<file path="src/acfg_pkg.sv">
package acfg_pkg;

    // ------------------------------------------------------------
    // Register addresses (15-bit SPI address space)
    // ------------------------------------------------------------
    localparam logic [14:0] ADDR_IFACE = 15'h000;
    localparam logic [14:0] ADDR_PWR = 15'h002;
    localparam logic [14:0] ADDR_CLASS = 15'h003;
    localparam logic [14:0] ADDR_PART_LO = 15'h004;
    localparam logic [14:0] ADDR_PART_HI = 15'h005;
    localparam logic [14:0] ADDR_MAKER_LO = 15'h00c;
    localparam logic [14:0] ADDR_MAKER_HI = 15'h00d;
    localparam logic [14:0] ADDR_USER = 15'h010;
    localparam logic [14:0] ADDR_OFS_LO = 15'h34e;
    localparam logic [14:0] ADDR_OFS_HI = 15'h34f;
    localparam logic [14:0] ADDR_GAIN0 = 15'h360;
    localparam logic [14:0] ADDR_GAIN1 = 15'h361;
    localparam logic [14:0] ADDR_GAIN4 = 15'h364;
    localparam logic [14:0] ADDR_GAIN5 = 15'h365;

    // ------------------------------------------------------------
    // Fuse-loaded trim bytes, in instance order
    // ------------------------------------------------------------
    localparam int N_TRIM = 6;
    localparam logic [14:0] TRIM_ADDR [N_TRIM] = '{
        ADDR_GAIN0, ADDR_GAIN1, ADDR_GAIN4, ADDR_GAIN5, ADDR_OFS_LO, ADDR_OFS_HI
    };

    // ------------------------------------------------------------
    // Field positions and reset values
    // ------------------------------------------------------------
    localparam int CFG_SOFT_BIT = 7;
    localparam int CFG_ASC_BIT = 5;
    localparam int CFG_SOUT_BIT = 4;
    localparam int USR_HOLD_BIT = 0;
    localparam int HDR_RW_BIT = 15;
    localparam logic [7:0] IFACE_RST = 8'h30;
    localparam logic [7:0] PWR_RST = 8'h00;
    localparam logic [7:0] USER_RST = 8'h00;
    localparam logic [3:0] CLASS_RES_RST = 4'h0;
    localparam logic [1:0] MODE_NORMAL = 2'h0;
    localparam logic [1:0] MODE_PD = 2'h3;

    // ------------------------------------------------------------
    // Timing
    // ------------------------------------------------------------
    localparam int CLK_PERIOD_NS = 8;
    localparam int SOFT_RST_NS = 750;
    // Longest time, so rounded down
    localparam int SOFT_RST_CYC = SOFT_RST_NS / CLK_PERIOD_NS;

    // Serial engine states
    typedef enum logic [2:0] {
        ST_WAIT, ST_BUSY, ST_IDLE, ST_HDR, ST_DATA
    } acfg_state_t;

endpackage : acfg_pkg

</file>
<file path="src/acfg_trim_byte.sv">
`timescale 1ns/1ps
// ------------------------------------------------------------
// One fuse-initialised trim byte at a fixed address
// ------------------------------------------------------------
module acfg_trim_byte
    import acfg_pkg::*;
#(
    parameter logic [14:0] ADDR = 15'h000 // Address of this byte
) (
    input wire logic clk_sys,
    input wire logic rst_n,
    input wire logic load,
    input wire logic [7:0] fuse_val,
    input wire logic wr_en,
    input wire logic [14:0] wr_addr,
    input wire logic [7:0] wr_data,
    output logic [7:0] value
);

    // Fuse copy wins over a write in the same cycle
    always_ff @(posedge clk_sys or negedge rst_n) begin
        if (!rst_n) begin
            value <= 8'h00;
        end else if (load) begin
            value <= fuse_val;
        end else if (wr_en && wr_addr == ADDR) begin
            value <= wr_data;
        end
    end

endmodule : acfg_trim_byte

</file>
<file path="src/acfg_spi_regs.sv">
`timescale 1ns/1ps
module acfg_spi_regs
    import acfg_pkg::*;
#(
    parameter logic [3:0] PART_CLASS_CODE = 4'ha, // Value arbitrary
    parameter logic [15:0] PART_ID_CODE = 16'h5a3c, // Value arbitrary
    parameter logic [15:0] MAKER_CODE = 16'h1d2e // Value arbitrary
) (
    input wire logic clk_sys,
    input wire logic arst_n,
    input wire logic spi_cs_n,
    input wire logic spi_sclk,
    input wire logic spi_sdi,
    output logic spi_sdo,
    input wire logic [7:0] fuse_fine_gain_bank_zero,
    input wire logic [7:0] fuse_fine_gain_bank_one,
    input wire logic [7:0] fuse_fine_gain_bank_four,
    input wire logic [7:0] fuse_fine_gain_bank_five,
    input wire logic [15:0] fuse_offset_trim,
    output logic [7:0] fine_gain_bank_zero,
    output logic [7:0] fine_gain_bank_one,
    output logic [7:0] fine_gain_bank_four,
    output logic [7:0] fine_gain_bank_five,
    output logic [15:0] offset_trim_second_conv_second_input,
    output logic power_down,
    output logic soft_reset_busy
);

    // ------------------------------------------------------------
    // Declarations
    // ------------------------------------------------------------
    logic rst_meta_reg; // First synchroniser stage
    logic rst_n_reg; // Released reset used everywhere
    logic sclk_d_reg; // Previous serial clock level
    acfg_state_t state_reg; // Serial engine state
    logic [3:0] bit_cnt_reg; // Bit counter within header or byte
    logic [15:0] hdr_reg; // Header shift register
    logic [7:0] rx_reg; // Data byte shift register
    logic [7:0] tx_reg; // Read data shift register
    logic sdo_reg; // Serial output bit
    logic rw_reg; // One for a read access
    logic [14:0] addr_reg; // Current register address
    logic busy_reg; // Soft reset still settling
    logic [6:0] busy_cnt_reg; // Settling countdown
    logic soft_rst_reg; // One-cycle soft reset pulse
    logic fuse_load_reg; // Copy fuse values this cycle
    logic [7:0] iface_reg; // Interface config
    logic [7:0] pwr_reg; // Power config
    logic [3:0] class_res_reg; // Writable upper class bits
    logic [7:0] user_reg; // User serial config
    logic pd_reg; // Power-down decoded
    logic sclk_rise; // Serial clock rising edge
    logic sclk_fall; // Serial clock falling edge
    logic hdr_done; // Last header bit taken
    logic byte_done; // Last bit of a data byte taken
    logic wr_en; // Write strobe for addr_reg
    logic [15:0] hdr_shift; // Header including this bit
    logic [7:0] rx_shift; // Data byte including this bit
    logic [14:0] addr_step; // Address of the next byte
    logic [14:0] rd_addr; // Address whose data loads tx_reg
    logic [7:0] rd_byte; // Read mux output
    logic [7:0] fuse_arr [N_TRIM]; // Fuse values per trim byte
    logic [7:0] trim_q [N_TRIM]; // Trim byte contents

    // ------------------------------------------------------------
    // Reset release
    // ------------------------------------------------------------

    // Assert at once, release two edges later
    always_ff @(posedge clk_sys or negedge arst_n) begin
        if (!arst_n) begin
            rst_meta_reg <= 1'b0;
            rst_n_reg <= 1'b0;
        end else begin
            rst_meta_reg <= 1'b1;
            rst_n_reg <= rst_meta_reg;
        end
    end

    // ------------------------------------------------------------
    // Serial pin decode
    // ------------------------------------------------------------

    // Pins are synchronous, so one delay gives both edges
    always_ff @(posedge clk_sys or negedge rst_n_reg) begin
        if (!rst_n_reg) begin
            sclk_d_reg <= 1'b0;
        end else begin
            sclk_d_reg <= spi_sclk;
        end
    end

    // Edge strobes and shift previews
    always_comb begin
        sclk_rise = spi_sclk & ~sclk_d_reg;
        sclk_fall = ~spi_sclk & sclk_d_reg;
        hdr_shift = {hdr_reg[14:0], spi_sdi};
        rx_shift = {rx_reg[6:0], spi_sdi};
        hdr_done = (state_reg == ST_HDR) && sclk_rise && (bit_cnt_reg == 4'hf);
        byte_done = (state_reg == ST_DATA) && sclk_rise && (bit_cnt_reg[2:0] == 3'h7);
        wr_en = byte_done && !rw_reg;
    end

    // Next address: hold, else step by the ascend bit
    always_comb begin
        if (user_reg[USR_HOLD_BIT]) begin
            addr_step = addr_reg;
        end else if (iface_reg[CFG_ASC_BIT]) begin
            addr_step = addr_reg + 15'h1;
        end else begin
            addr_step = addr_reg - 15'h1;
        end
        rd_addr = hdr_done ? hdr_shift[14:0] : addr_step;
    end

    // ------------------------------------------------------------
    // Serial engine
    // ------------------------------------------------------------

    // Frame sequencing; soft reset parks the engine while settling
    always_ff @(posedge clk_sys or negedge rst_n_reg) begin
        if (!rst_n_reg) begin
            state_reg <= ST_WAIT;
        end else if (soft_rst_reg) begin
            state_reg <= ST_BUSY;
        end else begin
            case (state_reg)
                // Ignore the pins until settled
                ST_BUSY: begin
                    if (!busy_reg) begin
                        state_reg <= ST_WAIT;
                    end
                end
                // A frame must start cleanly with select high
                ST_WAIT: begin
                    if (spi_cs_n) begin
                        state_reg <= ST_IDLE;
                    end
                end
                ST_IDLE: begin
                    if (!spi_cs_n) begin
                        state_reg <= ST_HDR;
                    end
                end
                ST_HDR: begin
                    if (spi_cs_n) begin
                        state_reg <= ST_IDLE;
                    end else if (hdr_done) begin
                        state_reg <= ST_DATA;
                    end
                end
                // Streaming goes on until select rises
                ST_DATA: begin
                    if (spi_cs_n) begin
                        state_reg <= ST_IDLE;
                    end
                end
                default: begin
                    state_reg <= ST_WAIT;
                end
            endcase
        end
    end

    // Bit counter wraps from header into byte counting
    always_ff @(posedge clk_sys or negedge rst_n_reg) begin
        if (!rst_n_reg) begin
            bit_cnt_reg <= 4'h0;
        end else if ((state_reg != ST_HDR && state_reg != ST_DATA) || spi_cs_n) begin
            bit_cnt_reg <= 4'h0;
        end else if (sclk_rise) begin
            bit_cnt_reg <= bit_cnt_reg + 4'h1;
        end
    end

    // Input shift registers sample sdi on rising edges
    always_ff @(posedge clk_sys or negedge rst_n_reg) begin
        if (!rst_n_reg) begin
            hdr_reg <= 16'h0000;
            rx_reg <= 8'h00;
        end else if (sclk_rise) begin
            if (state_reg == ST_HDR) begin
                hdr_reg <= hdr_shift;
            end
            if (state_reg == ST_DATA) begin
                rx_reg <= rx_shift;
            end
        end
    end

    // Direction and address; address steps after each byte unless the hold bit is set
    always_ff @(posedge clk_sys or negedge rst_n_reg) begin
        if (!rst_n_reg) begin
            rw_reg <= 1'b0;
            addr_reg <= 15'h0000;
        end else if (soft_rst_reg) begin
            rw_reg <= 1'b0;
            addr_reg <= 15'h0000;
        end else if (hdr_done) begin
            rw_reg <= hdr_shift[HDR_RW_BIT];
            addr_reg <= hdr_shift[14:0];
        end else if (byte_done) begin
            addr_reg <= addr_step;
        end
    end

    // Read data leaves on sdo, changing on falling edges
    always_ff @(posedge clk_sys or negedge rst_n_reg) begin
        if (!rst_n_reg) begin
            tx_reg <= 8'h00;
            sdo_reg <= 1'b0;
        end else if (state_reg != ST_HDR && state_reg != ST_DATA) begin
            tx_reg <= 8'h00;
            sdo_reg <= 1'b0;
        end else if (hdr_done || byte_done) begin
            tx_reg <= rd_byte;
        end else if (sclk_fall && state_reg == ST_DATA) begin
            sdo_reg <= tx_reg[7];
            tx_reg <= {tx_reg[6:0], 1'b0};
        end
    end

    // ------------------------------------------------------------
    // Read mux
    // ------------------------------------------------------------

    // Unmapped addresses read as zero
    always_comb begin
        rd_byte = 8'h00;
        case (rd_addr)
            ADDR_IFACE: rd_byte = iface_reg;
            ADDR_PWR: rd_byte = pwr_reg;
            ADDR_CLASS: rd_byte = {class_res_reg, PART_CLASS_CODE};
            ADDR_PART_LO: rd_byte = PART_ID_CODE[7:0];
            ADDR_PART_HI: rd_byte = PART_ID_CODE[15:8];
            ADDR_MAKER_LO: rd_byte = MAKER_CODE[7:0];
            ADDR_MAKER_HI: rd_byte = MAKER_CODE[15:8];
            ADDR_USER: rd_byte = user_reg;
            default: rd_byte = 8'h00;
        endcase
        for (int i = 0; i < N_TRIM; i++) begin
            if (rd_addr == TRIM_ADDR[i]) begin
                rd_byte = trim_q[i];
            end
        end
    end

    // ------------------------------------------------------------
    // Soft reset
    // ------------------------------------------------------------

    // The reset bit is never stored, so it reads back as zero
    always_ff @(posedge clk_sys or negedge rst_n_reg) begin
        if (!rst_n_reg) begin
            soft_rst_reg <= 1'b0;
        end else begin
            soft_rst_reg <= wr_en && addr_reg == ADDR_IFACE && rx_shift[CFG_SOFT_BIT];
        end
    end

    // Fuse copy after hard reset and after every soft reset
    always_ff @(posedge clk_sys or negedge rst_n_reg) begin
        if (!rst_n_reg) begin
            fuse_load_reg <= 1'b1;
        end else begin
            fuse_load_reg <= soft_rst_reg;
        end
    end

    // Settling window; the host keeps off the bus meanwhile
    always_ff @(posedge clk_sys or negedge rst_n_reg) begin
        if (!rst_n_reg) begin
            busy_reg <= 1'b0;
            busy_cnt_reg <= 7'h00;
        end else if (soft_rst_reg) begin
            busy_reg <= 1'b1;
            busy_cnt_reg <= 7'(SOFT_RST_CYC - 1);
        end else if (busy_reg) begin
            if (busy_cnt_reg == 7'h00) begin
                busy_reg <= 1'b0;
            end else begin
                busy_cnt_reg <= busy_cnt_reg - 7'h01;
            end
        end
    end

    // ------------------------------------------------------------
    // Configuration registers
    // ------------------------------------------------------------

    // Indicator bit forced to one on every write
    always_ff @(posedge clk_sys or negedge rst_n_reg) begin
        if (!rst_n_reg) begin
            iface_reg <= IFACE_RST;
        end else if (soft_rst_reg) begin
            iface_reg <= IFACE_RST;
        end else if (wr_en && addr_reg == ADDR_IFACE) begin
            iface_reg <= {1'b0, rx_shift[6:5], 1'b1, rx_shift[3:0]};
        end
    end

    // Power config; reserved mode codes are stored but act as normal
    always_ff @(posedge clk_sys or negedge rst_n_reg) begin
        if (!rst_n_reg) begin
            pwr_reg <= PWR_RST;
            pd_reg <= 1'b0;
        end else if (soft_rst_reg) begin
            pwr_reg <= PWR_RST;
            pd_reg <= 1'b0;
        end else begin
            if (wr_en && addr_reg == ADDR_PWR) begin
                pwr_reg <= rx_shift;
            end
            pd_reg <= (pwr_reg[1:0] == MODE_PD);
        end
    end

    // Upper class bits writable, lower bits fixed
    always_ff @(posedge clk_sys or negedge rst_n_reg) begin
        if (!rst_n_reg) begin
            class_res_reg <= CLASS_RES_RST;
        end else if (soft_rst_reg) begin
            class_res_reg <= CLASS_RES_RST;
        end else if (wr_en && addr_reg == ADDR_CLASS) begin
            class_res_reg <= rx_shift[7:4];
        end
    end

    // User serial config with the address-hold bit
    always_ff @(posedge clk_sys or negedge rst_n_reg) begin
        if (!rst_n_reg) begin
            user_reg <= USER_RST;
        end else if (soft_rst_reg) begin
            user_reg <= USER_RST;
        end else if (wr_en && addr_reg == ADDR_USER) begin
            user_reg <= rx_shift;
        end
    end

    // ------------------------------------------------------------
    // Trim bytes
    // ------------------------------------------------------------

    // Fuse inputs in the package instance order
    always_comb begin
        fuse_arr[0] = fuse_fine_gain_bank_zero;
        fuse_arr[1] = fuse_fine_gain_bank_one;
        fuse_arr[2] = fuse_fine_gain_bank_four;
        fuse_arr[3] = fuse_fine_gain_bank_five;
        fuse_arr[4] = fuse_offset_trim[7:0];
        fuse_arr[5] = fuse_offset_trim[15:8];
    end

    // Offset trim is two bytes, low byte at the lower address
    for (genvar g = 0; g < N_TRIM; g++) begin : g_trim
        acfg_trim_byte #(
            .ADDR(TRIM_ADDR[g])
        ) u_trim (
            .clk_sys(clk_sys),
            .rst_n(rst_n_reg),
            .load(fuse_load_reg),
            .fuse_val(fuse_arr[g]),
            .wr_en(wr_en),
            .wr_addr(addr_reg),
            .wr_data(rx_shift),
            .value(trim_q[g])
        );
    end

    // ------------------------------------------------------------
    // Outputs
    // ------------------------------------------------------------
    assign spi_sdo = sdo_reg;
    assign power_down = pd_reg;
    assign soft_reset_busy = busy_reg;
    assign fine_gain_bank_zero = trim_q[0];
    assign fine_gain_bank_one = trim_q[1];
    assign fine_gain_bank_four = trim_q[2];
    assign fine_gain_bank_five = trim_q[3];
    assign offset_trim_second_conv_second_input = {trim_q[5], trim_q[4]};
endmodule : acfg_spi_regs

</file>
<file path="config.mk">
export PLATFORM = sky130hd
export DESIGN_NAME = acfg_spi_regs
export DESIGN_NICKNAME = d
export VERILOG_FILES = /design/src/acfg_pkg.sv /design/src/acfg_trim_byte.sv /design/src/acfg_spi_regs.sv
export SDC_FILE = /design/constraint.sdc
export NUM_CORES = 1
export LEC_CHECK = 0
export BUFFER_PORTS_ARGS = -buffer_cell sky130_fd_sc_hd__buf_2
export CAP_MARGIN = 40
export CORE_MARGIN = 2
export CORE_UTILIZATION = 51
export DETAILED_ROUTE_END_ITERATION = 12
export GPL_TIMING_DRIVEN = 0
export PLACE_DENSITY_LB_ADDON = 0.3
export SLEW_MARGIN = 5
export SYNTH_ARGS = -nofsm -noshare
export SYNTH_HDL_FRONTEND = slang
export SYNTH_SLANG_ARGS = --single-unit
export TNS_END_PERCENT = 20
</file>
<file path="constraint.sdc">
create_clock -name clk_sys -period 5 [get_ports clk_sys]
set_input_delay 1.5 -clock clk_sys [delete_from_list [all_inputs] [get_ports clk_sys]]
set_output_delay 1.5 -clock clk_sys [all_outputs]
set_load 0.01 [all_outputs]
</file>
* Yosys cells after proc, flatten, opt, wreduce, memory -nomap -nowiden *
Cells that the tools add are included.

operators by class
  add/subtract/negate cells = 4
  multipliers = 0
  divide/modulo/power cells = 0
  order comparisons = 0
  eq/ne operators = 37
  shift operators = 0
  mux-type cells = 57
  bitwise operators = 4
  reductions and logical operators = 47

operator list
  cell                                                count
  2-to-1 mux 8 bit                                    27
  == test 15 x 10 -> 1 bit, second input constant     12
  2-to-1 mux 15 bit                                   6
  case mux 8 bit (8 select lines)                     1
  == test 15 x 2 -> 1 bit, second input constant      4
  == test 15 x 3 -> 1 bit, second input constant      2
  == test 15 x 4 -> 1 bit, second input constant      2
  == test 15 x 5 -> 1 bit, second input constant      2
  logical NOT 15 bit                                  2
  nonzero test 2 bit                                  14
  2-to-1 mux 7 bit                                    3
  logical AND 1 bit                                   18
  2-to-1 mux 3 bit                                    6
  2-to-1 mux 4 bit                                    4
  adder 15 x 1 -> 15 bit, second input constant       1
  subtractor 15 x 1 -> 15 bit, second input constant  1
  case mux 3 bit (4 select lines)                     1
  2-to-1 mux 1 bit                                    9
  inequality test 3 bit, second input constant        3
  AND reduction 2 bit                                 4
  logical NOT 7 bit                                   1
  subtractor 7 x 1 -> 7 bit, second input constant    1
  == test 3 x 2 -> 1 bit, second input constant       2
  == test 3 bit, second input constant                2
  other kinds (16)                                    21

word-level totals
  bits in registers = 144
  latch bits = 0
  memory bits (writable) = 0
  memory bits (read-only) = 0
  bits of input ports = 53
  output and inout bits = 51
  logic and storage cells = 175
  memories kept = 0

* Logic depth before layout (Yosys ltp) *
Gate-level depths: netlist (run 1).

  depth after elaboration = 15
  mapped depth = 15
  mapped depth without buffers = 12

* By module *
From an unflattened synthesis (run 1), not the netlist that was laid out.

second synthesis, totals
  cells, all modules = 904
  area total of the unflattened synthesis = 9085.0 µm²

by module, submodules not included
  module                                 instances  cells an instance  area each (µm²)  sequential area each (µm²)
  acfg_spi_regs                          1          718                6277.3           2354.8
  acfg_trim_byte (g_trim[1].u_trim ...)  2          31                 478.0            200.2
  acfg_trim_byte (g_trim[0].u_trim)      1          31                 483.0            200.2
  acfg_trim_byte (g_trim[5].u_trim)      1          31                 479.2            200.2
  acfg_trim_byte (g_trim[2].u_trim)      1          31                 450.4            200.2
  acfg_trim_byte (g_trim[3].u_trim)      1          31                 439.2            200.2

* Worst setup path before layout (run 1) *
No wires, ideal clock.

  path type = in2reg
  from = in spi_sclk
  to = reg tx_reg[5]
  setup time = 0.139 ns
  arrival time = 3.735 ns
  required time = 4.861 ns
  path slack = 1.125 ns
  cell stages on the path = 11
  buffers on the path = 2
  path through = and4bb_4 and2_1 buf_2 a221oi_4 a21bo_1 buf_6 a311oi_4 nand3_2 or3_1 a221oi_2 a211oi_2

between the ends
  longest elaborated chain between the ends = 14
  elaborated cells on any way between the ends = 34
  those cells by class = eq/ne: 13; mux: 10; bitwise: 3; reduce/logical: 8

RTL lines
  what                                                   RTL line              text
  start, declared                                        acfg_spi_regs.sv:12   input wire logic spi_sclk,
  bitwise AND 1 bit                                      acfg_spi_regs.sv:95   sclk_rise = spi_sclk & ~sclk_d_reg;
  logical AND 1 bit (2 in a row)                         acfg_spi_regs.sv:99   hdr_done = (state_reg == ST_HDR) && sclk_rise && (bit_cnt_reg == 4'hf);
  2-to-1 mux 15 bit                                      acfg_spi_regs.sv:113  rd_addr = hdr_done ? hdr_shift[14:0] : addr_step;
  == test 15 x 5 -> 1 bit, or another cell as far along  acfg_spi_regs.sv:230  case (rd_addr)
  case mux 8 bit (8 select lines)                        acfg_spi_regs.sv:230
  2-to-1 mux 8 bit (6 in a row)                          acfg_spi_regs.sv:242  if (rd_addr == TRIM_ADDR[i]) begin
  2-to-1 mux 8 bit                                       acfg_spi_regs.sv:215  end else if (hdr_done || byte_done) begin
  2-to-1 mux 8 bit                                       acfg_spi_regs.sv:212  end else if (state_reg != ST_HDR && state_reg != ST_DATA) begin
  end signal, assigned                                   acfg_spi_regs.sv:216  tx_reg <= rd_byte;
  end signal, assigned                                   acfg_spi_regs.sv:219  tx_reg <= {tx_reg[6:0], 1'b0};
  end, declared                                          acfg_spi_regs.sv:39   logic [7:0] tx_reg;

Parallel ways exist; a longest one is shown, timed or not.
A chain may end at the register's enable or synchronous reset.

* Worst setup path after layout (run 1) *
  from = reg iface_reg[5]
  to = reg tx_reg[3]

between the ends
  longest elaborated chain between the ends = 13
  elaborated cells on any way between the ends = 26
  those cells by class = eq/ne: 13; mux: 12; reduce/logical: 1

RTL lines
  what                                                   RTL line              text
  start, declared                                        acfg_spi_regs.sv:47   logic [7:0] iface_reg;
  start signal, assigned                                 acfg_spi_regs.sv:298  iface_reg <= {1'b0, rx_shift[6:5], 1'b1, rx_shift[3:0]};
  2-to-1 mux 15 bit (*)                                  acfg_spi_regs.sv:108  end else if (iface_reg[CFG_ASC_BIT]) begin
  2-to-1 mux 15 bit (*)                                  acfg_spi_regs.sv:106  if (user_reg[USR_HOLD_BIT]) begin
  2-to-1 mux 15 bit (*)                                  acfg_spi_regs.sv:113
  == test 15 x 5 -> 1 bit, or another cell as far along  acfg_spi_regs.sv:230
  case mux 8 bit (8 select lines)                        acfg_spi_regs.sv:230
  2-to-1 mux 8 bit (5 in a row)                          acfg_spi_regs.sv:242
  2-to-1 mux 8 bit (*)                                   acfg_spi_regs.sv:242
  2-to-1 mux 8 bit (*)                                   acfg_spi_regs.sv:215
  2-to-1 mux 8 bit (*)                                   acfg_spi_regs.sv:212

Mark *: on every way between the ends. The rest lies on a longest branch, timed or not.

==> qor.txt, run 1 <==
share of synthesized area occupied by flip-flops and latches - 42.6%
number of global-route vias before repair - 7371
Synthesized Nets - 986
layout filler cell count - 1391
total core area - 15900 sq um
overall overflow remaining after global route - 0
clock transition at the registers of the reported paths - 0.07 ns
RSZ-0062 raised after global routing - no
fraction of registers with async set/reset - 100%
headroom to the max-slew limit - 38.8%
Pre-antenna DRT Iters - 5
number of gates resized after CTS - 0
total power of the final layout - 2.65 mW
CTS Buf Count - 17
number of port buffers - 102
power per standard cell area - 270 nW/um^2
final-layout setup total negative slack - 0 ns
TritonCTS clock tree - yes
Seq. cell area - 3560 sq um
Max Buffers Root-to-Sink - 2
total I/O pin count - 104
Max stage delay cell, worst path - sky130_fd_sc_hd__dfstp_2
arrival time at the worst endpoint - 4.67 ns
via density per instance - 6.18
share of post-route cells with drive strength above 1 - 19.3%
overall die area - 17400 sq um
Finish-stage setup viols - 0
final cycle utilization of the critical path - 87.0%
critical path endpoint category - flip-flop
type of origin of the critical path - flip-flop
timing-limited maximum frequency - 0.230 GHz
Worst VDD drop - 0.000248 V
clock latency on the worst-skew pair - 0.44 ns
detailed router's first-iteration violation count - 817
post-synthesis to final-layout area growth - 17.5%
leak pwr - 4.60 nW
gp weighted congestion - 0.965
leading cell type in the layout, fill and taps excluded - sky130_fd_sc_hd__nand2_1
dominant synthesized flop cell - sky130_fd_sc_hd__dfrtp_1
final hold violation count - 0
synthesized flop and latch total - 142
Layout Cells excl Fill - 1273
Antenna Nets Post-Route - 0
min Tclk post-route - 4.35 ns
instance count of the mapped netlist - 915
area share of the leading cell type in the synthesized netlist - 42.0%
class of the tightest hold or removal check - reg2async
crit-path max FO - 15
buffers inserted by post-CTS timing repair - 0
largest net degree at the start of global routing - 66
number of diodes - 0
number of warnings printed during yosys synthesis - 0
number of standard-cell rows in the floorplan - 46
post-synth design cell area - 8350 sq um
initial antenna violation count - 0
flip-flop count of the largest register after layout - 48
Initial Utilization - 52.3%
crit-path leading delay family - compound AO/OA/AOI/OAI gates
number of design rule violations left after detail routing - 0
overall routing resource usage - 29.5%
Routed Wire Length - 25600 um
net count of the finished layout - 1116
number of buffers and inverters on the critical path - 3
cell-by-cell trace of the critical path - inv_1 -> fa_1 -> a21o_1 -> a221o_2 -> a31oi_2 -> nor3_1 -> a311oi_1 -> nor4b_2 -> buf_4 -> nand2_2 -> o22ai_1 -> a2111oi_0 -> buf_1 -> o21ai_1
required time of the worst setup path - 5.31 ns
# H-tree levels - 4
longest individual stage delay on the worst path - 0.59 ns
Cell variety after synth - 86
Via Count - 7871
max-slew violation count - 0
max-capacitance violation count - 0
CTS Root Buffer Type - sky130_fd_sc_hd__clkbuf_16
area taken by multi-input logic gates - 4480 sq um
first-pass GRT wire length - 40400 um
CTS Sinks - 142
Synth area leader - sky130_fd_sc_hd__dfrtp_1
mean instance size in the synthesized netlist - 9.12 sq um
worst clock skew - 0.0100 ns
commonest cells after routing, fill and taps aside - sky130_fd_sc_hd__nand2_1, sky130_fd_sc_hd__dfrtp_1, sky130_fd_sc_hd__buf_2
Post-Place Cells - 1242
HPWL after detailed placement - 18800 um
status - finished, final reports clean
EDFF count, synth - 0
Vert. Die Dim - 132 um
transition at the pin with the smallest max-transition slack - 0.914 ns
number of hold-repair buffers added at the cts stage - 0
Chip Width - 132 um
average wire per cell in the routed design - 20.1 um
critical path class - reg2reg
Area contributors post-synth - sky130_fd_sc_hd__dfrtp_1, sky130_fd_sc_hd__mux2i_1, sky130_fd_sc_hd__nand2_1
power breakdown:
| group | switching, mW | internal, mW |
|---|---|---|
| combinational | 0.0772 | 0.0641 |
| sequential | 0.0543 | 1.19 |
| clock | 0.499 | 0.766 |
cells by family after synthesis:
family	Yosys count	share of synthesized area, %
and+or+nand+nor	337	19.2
AOI/OAI and AO/OA	252	20.3
DFF	142	42.6
muxes	80	9.87
buffers and inverters	71	3.70
adders and majority gates	18	2.79
xor gates and xnor gates	14	1.47
other	1	0.0449
synth_stat cells, drive strengths merged (4+ instances only):
master   instances
a2111oi          4
a211o            4
a211oi           8
a21o             9
a21oi           59
a221oi           7
a22o             4
a22oi           25
a31oi           10
a32o             4
and2             6
and3             5
and4             4
and4b            5
buf             16
clkbuf          42
dfrtp          140
ha              17
inv             13
mux2            18
mux2i           62
nand2          163
nand2b           8
nand3           15
nand3b           4
nand4            7
nand4b           4
nor2            76
nor3            15
nor3b            5
o21ai           68
o22ai           11
o32ai            5
xnor2            9
xor2             5
metrics by stage:
step	setup slack [ns]	area, sq um	hold WS (ns)	util, %
after floorplan	0.754	8350	0.331	-
after global placement	-0.887	9130	0.336	57.2
after detailed placement	0.355	9220	0.339	57.8
after CTS	0.781	9800	0.349	61.5
after global routing	0.360	9800	0.369	61.5
final	0.648	9800	0.327	61.5
final timing paths:
kind / startpoint / end / slack [ns] / depth (start not counted)
min in group clk_sys: rst_meta_reg / rst_n_reg / 0.35 / 0
worst max register to register: iface_reg[5] / tx_reg[3] / 0.65 / 14
max in group asynchronous: rst_n_reg / iface_reg[5] / 3.70 / 2
worst min register to register: rst_n_reg / soft_rst_reg / 0.33 / 0
worst min-delay path: rst_n_reg / soft_rst_reg / 0.33 / 0
worst max-delay path: iface_reg[5] / tx_reg[3] / 0.65 / 14
per-layer routing:
| metal | part of all wire, % | routed length (um) | GRT usage, % | up-vias |
|---|---|---|---|---|
| met3 | 7.7 | 1980 | 5.07 | 79 |
| met2 | 46 | 11800 | 46.6 | 404 |
| met1 | 42 | 10800 | 40.2 | 3794 |
| met5 | 0 | 0 | 0 | - |
| met4 | 3.9 | 994 | 12.4 | 0 |
| li1 | - | - | - | 3594 |
final cells by class:
class | count | share of cell area, %
multi-input combinational | 702 | 45.7
sequential | 142 | 36.3
timing repair buffer | 111 | 6.11
clock buffer | 20 | 4.76
tap | 216 | 2.76
buffer | 58 | 2.66
clock inverter | 11 | 1.19
inverter | 13 | 0.498
(Power assumes the default switching activity.)
==> run 2: changes to the inputs <==
CORE_UTILIZATION = 40   (was 51)
TNS_END_PERCENT = 50   (was 20)
==> qor.txt, run 2 (same netlist as run 1, synthesis figures left out) <==
status - finished, final reports clean
number of buffers and inverters on the critical path - 3
commonest cells after routing, fill and taps aside - sky130_fd_sc_hd__nand2_1, sky130_fd_sc_hd__dfrtp_1, sky130_fd_sc_hd__buf_2
TritonCTS clock tree - yes
crit-path max FO - 15
type of origin of the critical path - flip-flop
detailed router's first-iteration violation count - 844
final hold slack - 0.248 ns
longest individual stage delay on the worst path - 0.88 ns
Layout Cells excl Fill - 1327
Max stage delay cell, worst path - sky130_fd_sc_hd__a2111oi_0
number of global-route vias before repair - 7328
overall die area - 22000 sq um
post-synthesis to final-layout area growth - 18.6%
headroom to the max-slew limit - 34.9%
CTS Root Buffer Type - sky130_fd_sc_hd__clkbuf_16
critical path class - reg2reg
Chip Width - 148 um
final hold violation count - 0
total I/O pin count - 104
final core utilization - 48.6%
RSZ-0062 raised after global routing - no
crit-path leading delay family - compound AO/OA/AOI/OAI gates
transition at the pin with the smallest max-transition slack - 0.952 ns
Vert. Die Dim - 148 um
number of gates resized after CTS - 0
final cycle utilization of the critical path - 94.4%
overall overflow remaining after global route - 0
CTS Sinks - 142
Finish-stage setup viols - 0
Routed Wire Length - 26300 um
timing-limited maximum frequency - 0.212 GHz
class of the tightest hold or removal check - reg2async
clock latency on the worst-skew pair - 0.44 ns
Post-Place Cells - 1295
first-pass GRT wire length - 41500 um
leak pwr - 4.61 nW
average wire per cell in the routed design - 19.8 um
number of design rule violations left after detail routing - 0
min Tclk post-route - 4.72 ns
initial antenna violation count - 0
worst clock skew - 0.0117 ns
HPWL after detailed placement - 19300 um
Antenna Nets Post-Route - 0
required time of the worst setup path - 5.29 ns
total core area - 20400 sq um
number of port buffers - 102
max-slew violation count - 0
share of post-route cells with drive strength above 1 - 19.4%
Worst VDD drop - 0.000248 V
cell-by-cell trace of the critical path - inv_1 -> ha_1 -> clkbuf_1 -> a21oi_1 -> o21ai_0 -> a31oi_2 -> o311a_1 -> a311oi_1 -> nor4b_2 -> buf_4 -> nand2_2 -> o22ai_1 -> a2111oi_0 -> o21ai_1
number of standard-cell rows in the floorplan - 52
arrival time at the worst endpoint - 5.01 ns
clock transition at the registers of the reported paths - 0.06 ns
power per standard cell area - 274 nW/um^2
buffers inserted by post-CTS timing repair - 0
final-layout setup total negative slack - 0 ns
via density per instance - 5.81
Via Count - 7711
max-capacitance violation count - 0
Pre-antenna DRT Iters - 5
critical path endpoint category - flip-flop
gp weighted congestion - 0.914
net count of the finished layout - 1115
overall routing resource usage - 24.4%
leading cell type in the layout, fill and taps excluded - sky130_fd_sc_hd__nand2_1
Max Buffers Root-to-Sink - 2
number of diodes - 0
number of hold-repair buffers added at the cts stage - 0
largest net degree at the start of global routing - 62
CTS Buf Count - 17
# H-tree levels - 4
Initial Utilization - 41.0%
flip-flop count of the largest register after layout - 48
==> run 2: cell types whose count changed in the layout (fill, tap and decap cells not counted), sizes merged <==
cell and change:
clkbuf -2, clkinvlp -2, clkinv -3, inv +8
buf -1
==> run 2: worst paths after layout <==
path	from	end	slack, ns	cells after the start
setup / recovery	iface_reg[5]	tx_reg[3]	0.28	14
hold / removal	rst_n_reg	rx_reg[5]	0.25	0
setup reg to reg	iface_reg[5]	tx_reg[3]	0.28	14
hold reg to reg	rst_n_reg	rx_reg[5]	0.25	0
max in group asynchronous	rst_n_reg	iface_reg[5]	3.78	2
min in group clk_sys	rst_meta_reg	rst_n_reg	0.35	0
==> run 2: per-layer routing <==
layer | routed length (um) | part of all wire [%] | track usage [%]
met1 | 11800 | 45 | 34.2
met2 | 12200 | 46 | 38.2
met3 | 1690 | 6.4 | 4.94
met4 | 587 | 2.2 | 7.57
met5 | 0 | 0 | 0
==> run 2: cell type report <==
class	count	area, sq um
sequential	142	3560
buffer	58	260
multi-input combinational	702	4480
timing repair buffer	110	603
fill	1926	10500
clock inverter	14	169
clock buffer	18	439
tap	270	338
inverter	13	48.8
==> run 2: per-stage QoR <==
step	worst slack, ns	instance area (sq um)	total power [mW]
floorplan	0.754	8350	1.33
global placement	-0.980	9190	1.40
detailed placement	0.285	9290	1.41
CTS	0.408	9900	2.72
global route	0.0784	9900	2.80
finish	0.279	9900	2.71
==> run 2: where the power goes <==
part	total (mW)	switching (mW)	internal, mW
Clock	1.32	0.554	0.766
Combinational	0.146	0.0810	0.0648
Sequential	1.24	0.0537	1.19
Total	2.71	0.689	2.02
